<file path="config.mk">
export PLATFORM = sky130hd
export DESIGN_NAME = slhv_top
export DESIGN_NICKNAME = d
export VERILOG_FILES = /design/src/design/slhv_sync.v /design/src/design/slhv_softstart.v /design/src/design/slhv_top.v
export VERILOG_INCLUDE_DIRS = /design/src /design/src/design
export SDC_FILE = /design/constraint.sdc
export NUM_CORES = 1
export LEC_CHECK = 0
export BUFFER_PORTS_ARGS = -buffer_cell sky130_fd_sc_hd__buf_2
export CAP_MARGIN = 10
export CORE_ASPECT_RATIO = 1.5
export CORE_MARGIN = 2
export CORE_UTILIZATION = 52
export CTS_CLUSTER_DIAMETER = 100
export DETAILED_ROUTE_END_ITERATION = 16
export PLACE_DENSITY = 0.82
export SLEW_MARGIN = 10
export SYNTH_ARGS = -nofsm -noshare
export SYNTH_HDL_FRONTEND = slang
export SYNTH_SLANG_ARGS = --single-unit
</file>
<file path="constraint.sdc">
create_clock -name clk -period 2.4 [get_ports clk]
set_clock_uncertainty 0.1 [all_clocks]
set_input_delay 0.12 -clock clk [delete_from_list [all_inputs] [get_ports clk]]
set_output_delay 0.12 -clock clk [all_outputs]
set_load 0.02 [all_outputs]
</file>
<file path="src/design/slhv_defs.vh">
`ifndef SLHV_DEFS_VH
`define SLHV_DEFS_VH
// What this block does
// - Output gate low: every high-voltage output pulled to ground.
// - Output gate high: outputs with latched one drive boost rail level.
// - Shutdown or soft start: ignore output gate, all outputs high impedance.
// - Load strobe active low; serial bits ignored unless strobe low.
// - Strobe rising edge copies shift register into selected holding latch.
// - Shift register is 24 bits wide, fed by serial clock and data.
// - Sample data on serial clock falling edge, shifting toward MSB.
// - Strobe high: shift register untouched by clock activity.
// - Strobe falling edge clears shift register, starts new word.
// - Strobe edges acted on independent of serial clock timing.
// - Latched values kept until overwritten or power-on reset.
// - Power-on reset clears latches and shift register to zero.
// - Word bit 0 picks destination: 0 configuration, 1 output pattern.
// - Pattern word sets 21 outputs (line variant) or 19 (boost variant).
// - Config bit 8: 0 current limit on, 1 limiter off.
// - Config bit 7: 1 stop switching at next pwm rising edge, else at once.
// - Config bit 6: 0 soft start enabled, 1 skip soft start.
// - Config bits 5:4 select limit 200 mA, 600 mA, 1 A, above 1.5 A.
// - Config bits 3:1 boost level; 000 shutdown with outputs high impedance.
// - Pattern word bits 21:1 map to outputs 20:0, one drives high.
// - Soft start (boost variant only) holds limit near 200 mA for 16384 pwm cycles.
// ====================================================================
// Word layout
`define SLHV_WORD_W 24
`define SLHV_SEL_BIT 0
`define SLHV_CFG_W 9
`define SLHV_CFG_MASK 9'h1ff
`define SLHV_CFG_LIMOFF 8
`define SLHV_CFG_SYNC 7
`define SLHV_CFG_SSOFF 6
`define SLHV_CFG_ILIM_HI 5
`define SLHV_CFG_ILIM_LO 4
`define SLHV_CFG_LVL_HI 3
`define SLHV_CFG_LVL_LO 1
`define SLHV_PAT_HI 21
`define SLHV_PAT_LO 1
`define SLHV_OUT_N 21
`define SLHV_OUT_N_BOOST 19
`define SLHV_LVL_SHUTDOWN 3'h0
`define SLHV_ILIM_200MA 2'h0
// ====================================================================
// Soft start
`define SLHV_SS_CYCLES 16384
`define SLHV_SS_W 15
`endif

</file>
<file path="src/design/slhv_sync.v">
`timescale 1ns/1ps
module slhv_sync #(
  parameter W = 1,
  // Reset level matches the pin's idle level so no false edge follows reset
  parameter [W-1:0] INIT = {W{1'b0}}
) (
  // Clock and reset
  input wire clk,
  input wire srst,
  // Raw pins and synchronised copies
  input wire [W-1:0] d,
  output reg [W-1:0] q
);
  reg [W-1:0] meta_q;
  // ====================================================================
  // Two stage synchroniser; first stage feeds only the second
  always @(posedge clk) begin
    if (srst) begin
      meta_q <= INIT;
      q <= INIT;
    end else begin
      meta_q <= d;
      q <= meta_q;
    end
  end
endmodule

</file>
<file path="src/design/slhv_softstart.v">
`timescale 1ns/1ps
`include "slhv_defs.vh"
module slhv_softstart #(
  parameter SS_CYCLES = `SLHV_SS_CYCLES
) (
  // Clock and reset
  input wire clk,
  input wire srst,
  // Control
  input wire boost_on,
  input wire softstart_off,
  input wire pwm_rise,
  // Status
  output reg active
);
  reg [`SLHV_SS_W-1:0] cnt_q;
  reg boost_on_q;
  // ====================================================================
  // Restarts whenever boost leaves shutdown with soft start enabled; counts pwm rising edges
  always @(posedge clk) begin
    if (srst) begin
      cnt_q <= {`SLHV_SS_W{1'b0}};
      boost_on_q <= 1'b0;
      active <= 1'b0;
    end else begin
      boost_on_q <= boost_on;
      if (!boost_on || softstart_off) begin
        active <= 1'b0;
        cnt_q <= {`SLHV_SS_W{1'b0}};
      end else if (!boost_on_q) begin
        active <= 1'b1;
        cnt_q <= {`SLHV_SS_W{1'b0}};
      end else if (active && pwm_rise) begin
        if (cnt_q == SS_CYCLES[`SLHV_SS_W-1:0] - 1'b1) begin
          active <= 1'b0;
        end
        cnt_q <= cnt_q + 1'b1;
      end
    end
  end
endmodule

</file>
<file path="src/design/slhv_top.v">
`timescale 1ns/1ps
`include "slhv_defs.vh"
module slhv_top #(
  parameter BOOST_VARIANT = 1,
  parameter SS_CYCLES = `SLHV_SS_CYCLES
) (
  // Clock and reset
  input wire clk,
  input wire srst,
  // Serial link pins
  input wire serial_clk,
  input wire serial_data,
  input wire load_strobe_n,
  // Output gate and boost pwm pins
  input wire output_gate,
  input wire boost_pwm_in,
  // High-voltage outputs: level and drive enable (low enable is high impedance)
  output reg [`SLHV_OUT_N-1:0] hv_output,
  output reg [`SLHV_OUT_N-1:0] hv_output_oe,
  // Boost control towards the analog regulator
  output reg [2:0] boost_level_sel,
  output reg [1:0] current_limit_sel,
  output reg limiter_off,
  output reg regulator_sync_release,
  output reg softstart_off,
  output reg softstart_active,
  output reg shutdown
);
  // ====================================================================
  // Synchronised pins
  wire sclk_s;
  wire sdat_s;
  wire strobe_n_s;
  wire gate_s;
  wire pwm_s;
  reg sclk_q;
  reg strobe_n_q;
  reg pwm_q;
  reg [`SLHV_WORD_W-1:0] shift_q;
  reg [`SLHV_CFG_W-1:0] cfg_q;
  reg [`SLHV_OUT_N-1:0] pattern_q;
  wire ss_active;
  wire sclk_fall;
  wire strobe_fall;
  wire strobe_rise;
  wire pwm_rise;
  wire boost_on;
  wire [`SLHV_OUT_N-1:0] out_mask;

  // Next values of latches and outputs
  reg [`SLHV_WORD_W-1:0] shift_d;
  reg [`SLHV_CFG_W-1:0] cfg_d;
  reg [`SLHV_OUT_N-1:0] pattern_d;
  reg [`SLHV_OUT_N-1:0] hv_output_d;
  reg [`SLHV_OUT_N-1:0] hv_output_oe_d;
  reg [2:0] boost_level_sel_d;
  reg [1:0] current_limit_sel_d;
  reg limiter_off_d;
  reg regulator_sync_release_d;
  reg softstart_off_d;
  reg softstart_active_d;
  reg shutdown_d;
  wire shift_en;
  wire pattern_pick;
  wire [2:0] level_code;
  wire [1:0] limit_code;
  wire ss_boost_on;

  // ====================================================================
  // Helpers
  function edge_rise;
    input prev_lvl;
    input cur_lvl;
    begin
      edge_rise = ~prev_lvl & cur_lvl;
    end
  endfunction

  function edge_fall;
    input prev_lvl;
    input cur_lvl;
    begin
      edge_fall = prev_lvl & ~cur_lvl;
    end
  endfunction

  // Boost variant drives fewer outputs; the rest stay high impedance
  function [`SLHV_OUT_N-1:0] variant_mask;
    input integer boost_variant;
    begin
      if (boost_variant != 0) begin
        variant_mask = {{(`SLHV_OUT_N-`SLHV_OUT_N_BOOST){1'b0}}, {`SLHV_OUT_N_BOOST{1'b1}}};
      end else begin
        variant_mask = {`SLHV_OUT_N{1'b1}};
      end
    end
  endfunction

  // One synchroniser per pin, each reset to the pin's idle level
  slhv_sync #(
    .W(1)
  ) u_sync_sclk (
    .clk(clk),
    .srst(srst),
    .d(serial_clk),
    .q(sclk_s)
  );

  slhv_sync #(
    .W(1)
  ) u_sync_sdat (
    .clk(clk),
    .srst(srst),
    .d(serial_data),
    .q(sdat_s)
  );

  slhv_sync #(
    .W(1),
    .INIT(1'b1)
  ) u_sync_strobe (
    .clk(clk),
    .srst(srst),
    .d(load_strobe_n),
    .q(strobe_n_s)
  );

  slhv_sync #(
    .W(1)
  ) u_sync_gate (
    .clk(clk),
    .srst(srst),
    .d(output_gate),
    .q(gate_s)
  );

  slhv_sync #(
    .W(1)
  ) u_sync_pwm (
    .clk(clk),
    .srst(srst),
    .d(boost_pwm_in),
    .q(pwm_s)
  );

  // ====================================================================
  // Edge detectors
  // Only the second synchroniser stage is looked at
  always @(posedge clk) begin
    if (srst) begin
      sclk_q <= 1'b0;
      strobe_n_q <= 1'b1;
      pwm_q <= 1'b0;
    end else begin
      sclk_q <= sclk_s;
      strobe_n_q <= strobe_n_s;
      pwm_q <= pwm_s;
    end
  end

  assign sclk_fall = edge_fall(sclk_q, sclk_s);
  assign strobe_fall = edge_fall(strobe_n_q, strobe_n_s);
  assign strobe_rise = edge_rise(strobe_n_q, strobe_n_s);
  assign pwm_rise = edge_rise(pwm_q, pwm_s);

  // ====================================================================
  // Shift register
  // shift only while selected
  assign shift_en = ~strobe_n_s & ~strobe_n_q & sclk_fall;

  always @* begin
    shift_d = shift_q;
    if (strobe_fall) begin
      shift_d = {`SLHV_WORD_W{1'b0}};
    end else if (shift_en) begin
      // shift toward MSB
      // A frame longer than the word keeps only its last bits
      shift_d = {shift_q[`SLHV_WORD_W-2:0], sdat_s};
    end
  end

  always @(posedge clk) begin
    if (srst) begin
      shift_q <= {`SLHV_WORD_W{1'b0}};
    end else begin
      shift_q <= shift_d;
    end
  end

  // ====================================================================
  // Holding latches
  assign pattern_pick = shift_q[`SLHV_SEL_BIT];

  always @* begin
    cfg_d = cfg_q;
    pattern_d = pattern_q;
    if (strobe_rise) begin
      if (pattern_pick) begin
        pattern_d = shift_q[`SLHV_PAT_HI:`SLHV_PAT_LO] & out_mask;
      end else begin
        // Unimplemented upper bits fall away in the slice
        cfg_d = shift_q[`SLHV_CFG_W-1:0] & `SLHV_CFG_MASK;
      end
    end
  end

  always @(posedge clk) begin
    if (srst) begin
      cfg_q <= {`SLHV_CFG_W{1'b0}};
      pattern_q <= {`SLHV_OUT_N{1'b0}};
    end else begin
      cfg_q <= cfg_d;
      pattern_q <= pattern_d;
    end
  end

  // ====================================================================
  // Word decode
  // Boost variant has fewer outputs; upper pattern bits are discarded
  assign out_mask = variant_mask(BOOST_VARIANT);

  assign level_code = cfg_q[`SLHV_CFG_LVL_HI:`SLHV_CFG_LVL_LO];
  assign limit_code = cfg_q[`SLHV_CFG_ILIM_HI:`SLHV_CFG_ILIM_LO];
  assign boost_on = (level_code != `SLHV_LVL_SHUTDOWN);

  // ====================================================================
  // Soft start
  // Line-driver variant has no regulator, so no soft start transient there
  assign ss_boost_on = boost_on & (BOOST_VARIANT != 0);

  slhv_softstart #(
    .SS_CYCLES(SS_CYCLES)
  ) u_ss (
    .clk(clk),
    .srst(srst),
    .boost_on(ss_boost_on),
    .softstart_off(cfg_q[`SLHV_CFG_SSOFF]),
    .pwm_rise(pwm_rise),
    .active(ss_active)
  );

  // ====================================================================
  // Next output values
  always @* begin
    // high impedance in shutdown or soft start
    if (!boost_on || ss_active) begin
      hv_output_d = {`SLHV_OUT_N{1'b0}};
      hv_output_oe_d = {`SLHV_OUT_N{1'b0}};
    end else if (gate_s) begin
      hv_output_d = pattern_q;
      hv_output_oe_d = out_mask;
    end else begin
      hv_output_d = {`SLHV_OUT_N{1'b0}};
      hv_output_oe_d = out_mask;
    end
    boost_level_sel_d = level_code;
    // limit forced low during soft start
    current_limit_sel_d = ss_active ? `SLHV_ILIM_200MA : limit_code;
    limiter_off_d = cfg_q[`SLHV_CFG_LIMOFF];
    regulator_sync_release_d = cfg_q[`SLHV_CFG_SYNC];
    softstart_off_d = cfg_q[`SLHV_CFG_SSOFF];
    softstart_active_d = ss_active;
    shutdown_d = ~boost_on;
  end

  // ====================================================================
  // Registered outputs
  always @(posedge clk) begin
    if (srst) begin
      hv_output <= {`SLHV_OUT_N{1'b0}};
      hv_output_oe <= {`SLHV_OUT_N{1'b0}};
      boost_level_sel <= `SLHV_LVL_SHUTDOWN;
      current_limit_sel <= `SLHV_ILIM_200MA;
      limiter_off <= 1'b0;
      regulator_sync_release <= 1'b0;
      softstart_off <= 1'b0;
      softstart_active <= 1'b0;
      shutdown <= 1'b1;
    end else begin
      hv_output <= hv_output_d;
      hv_output_oe <= hv_output_oe_d;
      boost_level_sel <= boost_level_sel_d;
      current_limit_sel <= current_limit_sel_d;
      limiter_off <= limiter_off_d;
      regulator_sync_release <= regulator_sync_release_d;
      softstart_off <= softstart_off_d;
      softstart_active <= softstart_active_d;
      shutdown <= shutdown_d;
    end
  end
endmodule

</file>
==> results by group, run 1 <==
Outcome
  – Result of the run: finished, final reports clean

Timing
  – Final setup violating endpoints: 0
  – Slew HR: 50.3%
  – Highest achievable clock rate: 520 MHz
  – Final hold vios: 0
  – Number of slew-limit violations in the final report: 0
  – Tmin final: 1920 ps
  – Transition time at the pin with the least slew margin: ~740 ps
  – Final worst-path cycle share: between 80% and 90%
  – Post-Route Setup TNS: 0 ps
  – Unrepaired setup endpoints after global routing: no

Setup path
  – Length in cells of the worst reg-to-reg path: 5
  – Endpoint required time on the critical path: 2590 ps
  – Worst EP arrival: approximately 2100 ps
  – Cell class contributing the biggest share of worst-path delay: simple AND/OR/NAND/NOR gates
  – Series of cell instances along the critical path: ha_1, nand4b_1, or3_4, or3_1, a21oi_1
  – Number of buffer and inverter instances along the worst setup path: 0
  – Startpoint of the lowest-slack register-to-register path: u_ss.cnt_q[0]
  – Critical-path maximum fanout: 5
  – Reg2Reg Setup Slack: 480 ps
  – Nature of the critical path startpoint: flip-flop
  – Slowest Stage Delay on Critical Path: 410 ps
  – Crit path capture type: flip-flop
  – Critical setup path kind: flip-flop to flip-flop
  – Reg2reg end: u_ss.cnt_q[14]
  – Max stage delay cell, worst path: dfxtp_1

Final layout
  – Leading cell type in the layout, fill and taps excluded: dfxtp_1
  – Antenna diode count: 0
  – Share of layout cells above drive strength 1: 19.1%
  – Final #Nets: around 450
  – Commonest non-fill, non-tap cells in the layout: dfxtp_1 (107), nand2_1 (86), buf_2 (54)
  – Final design utilization: between 60% and 70%
  – Area added between synthesis and finish: 11.8%

Global route
  – Total routing resource utilization after global routing: 16.8%
  – Initial antenna violation count: 0
  – Wire length of the first global-routing pass: 10100 µm
  – Maximum number of pins on one net before global-route repair: 32
  – Global route overflow: 0
  – Vias in the first global route: around 2400

CTS
  – Post-cts resize count: 0
  – Worst-skew pair later-pin latency: about 370 ps
  – Total CTS buffers: 9
  – Post-CTS Setup Bufs: 0
  – Root Buffer: clkbuf_8
  – Number of buffers on the longest clock path: 2
  – TritonCTS clock tree: yes
  – Clock-pin slew reported for the worst setup and hold paths after clock tree synthesis: 100 ps
  – Hold bufs inserted after CTS: 5
  – Clock sink count: between 100 and 150
  – Level count of the clock H-tree: 3

Synthesis
  – Post-synth EDFFs: 0
  – Synthesized-area fraction occupied by and/or/nand/nor cells: 24.2%
  – Adder-Cell Fraction of Synth Area: 0.337%
  – Syn_area_per_cell: 9.31 µm²
  – Primary flip-flop cell chosen by synthesis mapping: dfxtp_1
  – Number of warning messages in the yosys log: 0
  – Cells after synthesis: 399
  – Fraction of synthesis flops using an asynchronous set or reset pin: 0%
  – Main combinational cell family by area after synthesis: simple AND/OR/NAND/NOR gates
  – Post-synthesis sequential element count: 107
  – Xor and xnor fraction of the mapped netlist area: 2.59%
  – Area fraction in compound gates after synthesis: about 6.6%
  – Cell area after synthesis: 3710 µm²
  – Synth unique cells: 35
  – Portion of the post-synthesis area used by sequential elements: between 50% and 60%
  – Mux share of post-synthesis cell area: 2.16%

Worst hold path
  – Worst Hold Launch: srst
  – Path class of the lowest-slack min-delay path: input pin to flip-flop
  – Count of cells along the worst hold path: 2
  – Hold EP: cfg_q[5]

Floorplanning
  – Die Outline Area: 7850 µm²
  – DIE HEIGHT: 108 µm
  – Num ports: 59
  – Effective utilization at floorplan: 53.8%
  – Floorplan row count: 37
  – Area of the placeable core: roughly 7000 µm²
  – DIE WIDTH: 73 µm

Route
  – 1st-iter DRT viols: 136
  – DRT antenna net count: 0
  – Via density per instance: around 5.1
  – Routed wire length per instance: 11.8 µm
  – Vias: 2656
  – Number of search-and-repair iterations in the first detailed-routing pass: 4
  – Total DRC errors in the routed layout: 0
  – Total wire length: 6160 µm

Place
  – Routability congestion estimate: 0.787
  – HPWL after DPL: 4200 µm
  – Number of buffers inserted by port buffering: between 50 and 60

Pwr
  – IR Drop Worst-Case VDD: 0.000400 V
  – Static Leak: 1.59 nW
  – Power density relative to cell area: 685 nW/µm²

Job
  – # Max-Cap Violations: 0
## metal layers
layer	vias to the layer above	track usage, %	wire (µm)	part of all wire [%]
li1	1350	-	-	-
met3	17	5.06	275	4.5
met4	0	9.26	174	2.8
met2	75	28.2	3170	51
met1	1214	18.4	2540	41
met5	-	0	0	0
## power breakdown
| part | switching, mW | total [mW] | internal, mW |
|---|---|---|---|
| clock | 0.615 | 1.01 | 0.395 |
| combinational | 0.0302 | 0.0487 | 0.0186 |
| sequential | 0.00447 | 1.79 | 1.78 |
## Yosys cell counts (2+ instances only)
cell type  instances  area, µm²
o21ai_0            3       15.0
mux2i_1            8       80.1
xnor2_1            7       61.3
inv_1              4       15.0
a21oi_1           43        215
nor2_1            24       90.1
nand4_1            4       25.0
or3_4              2       22.5
nor4_1             5       31.3
nand2_1           86        323
nor2b_1           17        106
or2_2              3       18.8
nor3_1             3       15.0
clkbuf_1          14       52.6
dfxtp_1          107       2140
or4_1              2       15.0
and2_1            21        131
buf_4             22        165
or3_1              2       12.5
nand3_1            4       20.0
xor2_1             4       35.0
## worst max path at each step
stage                     cells after the start             end     startpoint  slack [ps]
final                                         5  u_ss.cnt_q[14]  u_ss.cnt_q[0]         480
after detailed placement                      5  u_ss.cnt_q[14]  u_ss.cnt_q[0]         520
after CTS                                     5  u_ss.cnt_q[14]  u_ss.cnt_q[0]         470
after global placement                        5  u_ss.cnt_q[14]  u_ss.cnt_q[0]         610
after floorplan                               5  u_ss.cnt_q[14]  u_ss.cnt_q[0]         670
after global routing                          5  u_ss.cnt_q[14]  u_ss.cnt_q[0]         380
## metrics by stage
| step | area [µm²] | std cells | power (mW) | hold slack, ps | worst slack, ps |
|---|---|---|---|---|---|
| 5_1_grt | 4150 | 523 | 2.95 | 137 | 378 |
| 3_5_place_dp | 3920 | 502 | 1.87 | 207 | 525 |
| 6_report | 4150 | 523 | 2.85 | 114 | 478 |
| 4_1_cts | 4150 | 523 | 2.88 | 96.1 | 474 |
| 2_1_floorplan | 3720 | 402 | 1.87 | 124 | 670 |
| 3_3_place_gp | 3920 | 502 | 1.87 | 202 | 609 |
## registers in the layout (all words and copies together) (netlist names), 2 cells and up
signal             flops
hv_output             19
current_limit_sel      2
pattern_q             19
shift_q               20
cfg_q                  8
u_ss.cnt_q            15
boost_level_sel        3
## area by class of cell
type,count,area (µm²)
fillers,562,2750
flip-flops and latches,107,2140
multi-input cells,254,1350
well taps,78,97.6
clock buffers,9,124
repair buffers,64,358
clock inverters,7,62.6
inverters,4,15.0
## kinds of logic after synthesis
family / after synthesis
other cells: 1
buf+inv: 41
xor+xnor: 11
fa+ha+maj: 1
flops: 107
mux: 8
simple gates: 182
compound gates: 48
(Power assumes the default switching activity.)
==> run 2, diff against run 1 <==
--- a/config.mk
+++ b/config.mk
@@ -10,10 +10,10 @@
 export CAP_MARGIN = 10
 export CORE_ASPECT_RATIO = 1.5
 export CORE_MARGIN = 2
-export CORE_UTILIZATION = 52
+export CORE_UTILIZATION = 50
 export CTS_CLUSTER_DIAMETER = 100
 export DETAILED_ROUTE_END_ITERATION = 16
-export PLACE_DENSITY = 0.82
+export PLACE_DENSITY = 0.83
 export SLEW_MARGIN = 10
 export SYNTH_ARGS = -nofsm -noshare
 export SYNTH_HDL_FRONTEND = slang
==> constraint.sdc (replaced) <==
create_clock -name clk -period 1.6 [get_ports clk]
set_clock_uncertainty 0.1 [all_clocks]
set_input_delay 0.08 -clock clk [delete_from_list [all_inputs] [get_ports clk]]
set_output_delay 0.08 -clock clk [all_outputs]
set_load 0.02 [all_outputs]
==> run 2 against run 1 <==
Highest routed layer unchanged. Setup slack lost 500 ps. Die area grew 3.8%. Critical endpoint is now u_ss.cnt_q[13]. Via count grew 5.3%. Critical path type unchanged. Register-to-register slack lost 500 ps. Total power grew 56%. Fmax grew 19%. Clock-buffer cell count grew 1. The run now ends with setup timing left. Hold slack gained 200 ps. Cell count grew 8.8%.
==> results by group, run 2 (synthesized netlist as in run 1, its figures left out) <==
Outcome
  – Result of the run: finished with violations
  – Violated checks: setup timing

Worst hold path
  – Path class of the lowest-slack min-delay path: input pin to flip-flop

Final layout
  – Count of filler cells inserted in the layout: 596
  – Final design utilization: 61.8%
  – Largest registers: shift_q x20, hv_output x19, pattern_q x19
  – Commonest non-fill, non-tap cells in the layout: dfxtp_1 (102), nand2_1 (86), buf_2 (54)
  – Final #Nets: 472
  – Largest register FFs: 20
  – Share of layout cells above drive strength 1: 26.0%
  – Reg with most FFs: shift_q
  – Area added between synthesis and finish: 20.4%
  – Leading cell type in the layout, fill and taps excluded: dfxtp_1
  – Antenna diode count: 0

Global route
  – Total routing resource utilization after global routing: about 17%
  – Global route overflow: 0
  – Maximum number of pins on one net before global-route repair: 50
  – Vias in the first global route: approximately 2600
  – Initial antenna violation count: 0
  – Wire length of the first global-routing pass: around 11000 µm

Setup path
  – Length in cells of the worst reg-to-reg path: 4
  – Reg2reg end: u_ss.cnt_q[13]
  – Worst EP arrival: 1830 ps
  – Nature of the critical path startpoint: flip-flop
  – Destination of the critical timing path: u_ss.cnt_q[13]
  – Slowest Stage Delay on Critical Path: 510 ps
  – Max stage delay cell, worst path: or4_4
  – Critical setup path kind: flip-flop to flip-flop
  – Reg2Reg Setup Slack: -20 ps
  – Series of cell instances along the critical path: nand3b_4, or4_4, or3_1, a21oi_1
  – Crit path capture type: flip-flop
  – Endpoint required time on the critical path: approximately 1800 ps
  – Critical-path maximum fanout: 4
  – Number of buffer and inverter instances along the worst setup path: 0
  – Stages on the worst setup path: 4
  – Worst setup startpoint: pwm_q
  – Cell class contributing the biggest share of worst-path delay: simple AND/OR/NAND/NOR gates
  – Startpoint of the lowest-slack register-to-register path: pwm_q

Floorplanning
  – Area of the placeable core: between 7000 and 8000 µm²
  – Num ports: 59
  – DIE WIDTH: 74.4 µm
  – Floorplan row count: 38
  – Effective utilization at floorplan: 51.4%
  – DIE HEIGHT: 110 µm
  – Die Outline Area: 8150 µm²

CTS
  – Root Buffer: clkbuf_8
  – Clock sink count: 107
  – Level count of the clock H-tree: 3
  – Clock-pin slew reported for the worst setup and hold paths after clock tree synthesis: 100 ps
  – Number of buffers on the longest clock path: 2
  – Worst-skew pair later-pin latency: 370 ps
  – Total CTS buffers: 9
  – TritonCTS clock tree: yes

Pwr
  – Design Power: 4.45 mW
  – Power density relative to cell area: roughly 1000 nW/µm²
  – IR Drop Worst-Case VDD: 0.000787 V
  – Static Leak: approximately 1.8 nW

Timing
  – Highest achievable clock rate: 617 MHz
  – Slew HR: 65.2%
  – Setup WS post-layout: -19.4 ps
  – Transition time at the pin with the least slew margin: 522 ps
  – Final setup violating endpoints: 2
  – Tmin final: about 1600 ps
  – Number of slew-limit violations in the final report: 0
  – Unrepaired setup endpoints after global routing: yes
  – Final worst-path cycle share: 101%
  – Smallest hold slack: 314 ps
  – Final hold vios: 0

Place
  – HPWL after DPL: roughly 4500 µm
  – Routability congestion estimate: 0.833
  – Number of buffers inserted by port buffering: between 50 and 60

Route
  – Number of search-and-repair iterations in the first detailed-routing pass: 4
  – Via density per instance: 4.92
  – 1st-iter DRT viols: 123
  – Total wire length: 6600 µm
  – Routed wire length per instance: 11.6 µm
  – Vias: 2797
  – DRT antenna net count: 0
  – Total DRC errors in the routed layout: 0

Job
  – # Max-Cap Violations: 0
## run 2: through the flow
step,TNS [ps],worst slack (ps),cell area (µm²),instances
CTS,-27.5,-25.0,4420,568
finish,-23.2,-19.4,4470,569
floorplan,-105,-105,3750,402
detailed placement,-75.1,-46.5,4150,546
global route,-224,-82.0,4470,569
global placement,-14.6,-14.6,4150,546
## run 2: worst min path at each step
| stage | startpoint | to | depth (start not counted) |
|---|---|---|---|
| after floorplan | load_strobe_n | u_sync_strobe.meta_q | 1 |
| after global placement | load_strobe_n | u_sync_strobe.meta_q | 2 |
| after detailed placement | load_strobe_n | u_sync_strobe.meta_q | 2 |
| after CTS | load_strobe_n | u_sync_strobe.meta_q | 3 |
| after global routing | load_strobe_n | u_sync_strobe.meta_q | 3 |
| final | load_strobe_n | u_sync_strobe.meta_q | 3 |
## run 2: report_power, final
group / leakage (nW) / total [mW] / internal [mW] / switching [mW]
clock network: 0.109 / 1.69 / 0.785 / 0.904
registers: 0.867 / 2.67 / 2.67 / 0.00513
logic: 0.796 / 0.0865 / 0.0364 / 0.0501
total: 1.77 / 4.45 / 3.49 / 0.959
## run 2: cell type report
type / instances / area, µm² / area share [%]
tap: 100 / 125 / 2.80
clock inverter: 6 / 72.6 / 1.62
inverter: 4 / 15.0 / 0.336
multi-input combinational: 254 / 1410 / 31.5
clock buffer: 10 / 138 / 3.08
sequential: 107 / 2160 / 48.2
timing repair buffer: 88 / 557 / 12.5
## run 2: timing repair
item	CTS	global route
setup buffers	0	1
hold buffers	6	0
endpoints found under the hold margin	6	0
gates resized for setup	4	11
pin swaps	3	0
setup endpoints to repair	17	8
## run 2: tightest hold or removal path, delay by kind of cell
| family | cells | cell delay, ps |
|---|---|---|
| buffers and inverters | 2 | 600 |
| and+or+nand+nor | 1 | 80 |
## run 2: metal layers
layer / vias up / track usage [%] / part of all wire [%]
met5: - / 0 / 0
li1: 1402 / - / -
met3: 21 / 5.13 / 5.4
met2: 84 / 29.9 / 52
met1: 1290 / 18.0 / 40
met4: 0 / 9.31 / 2.8
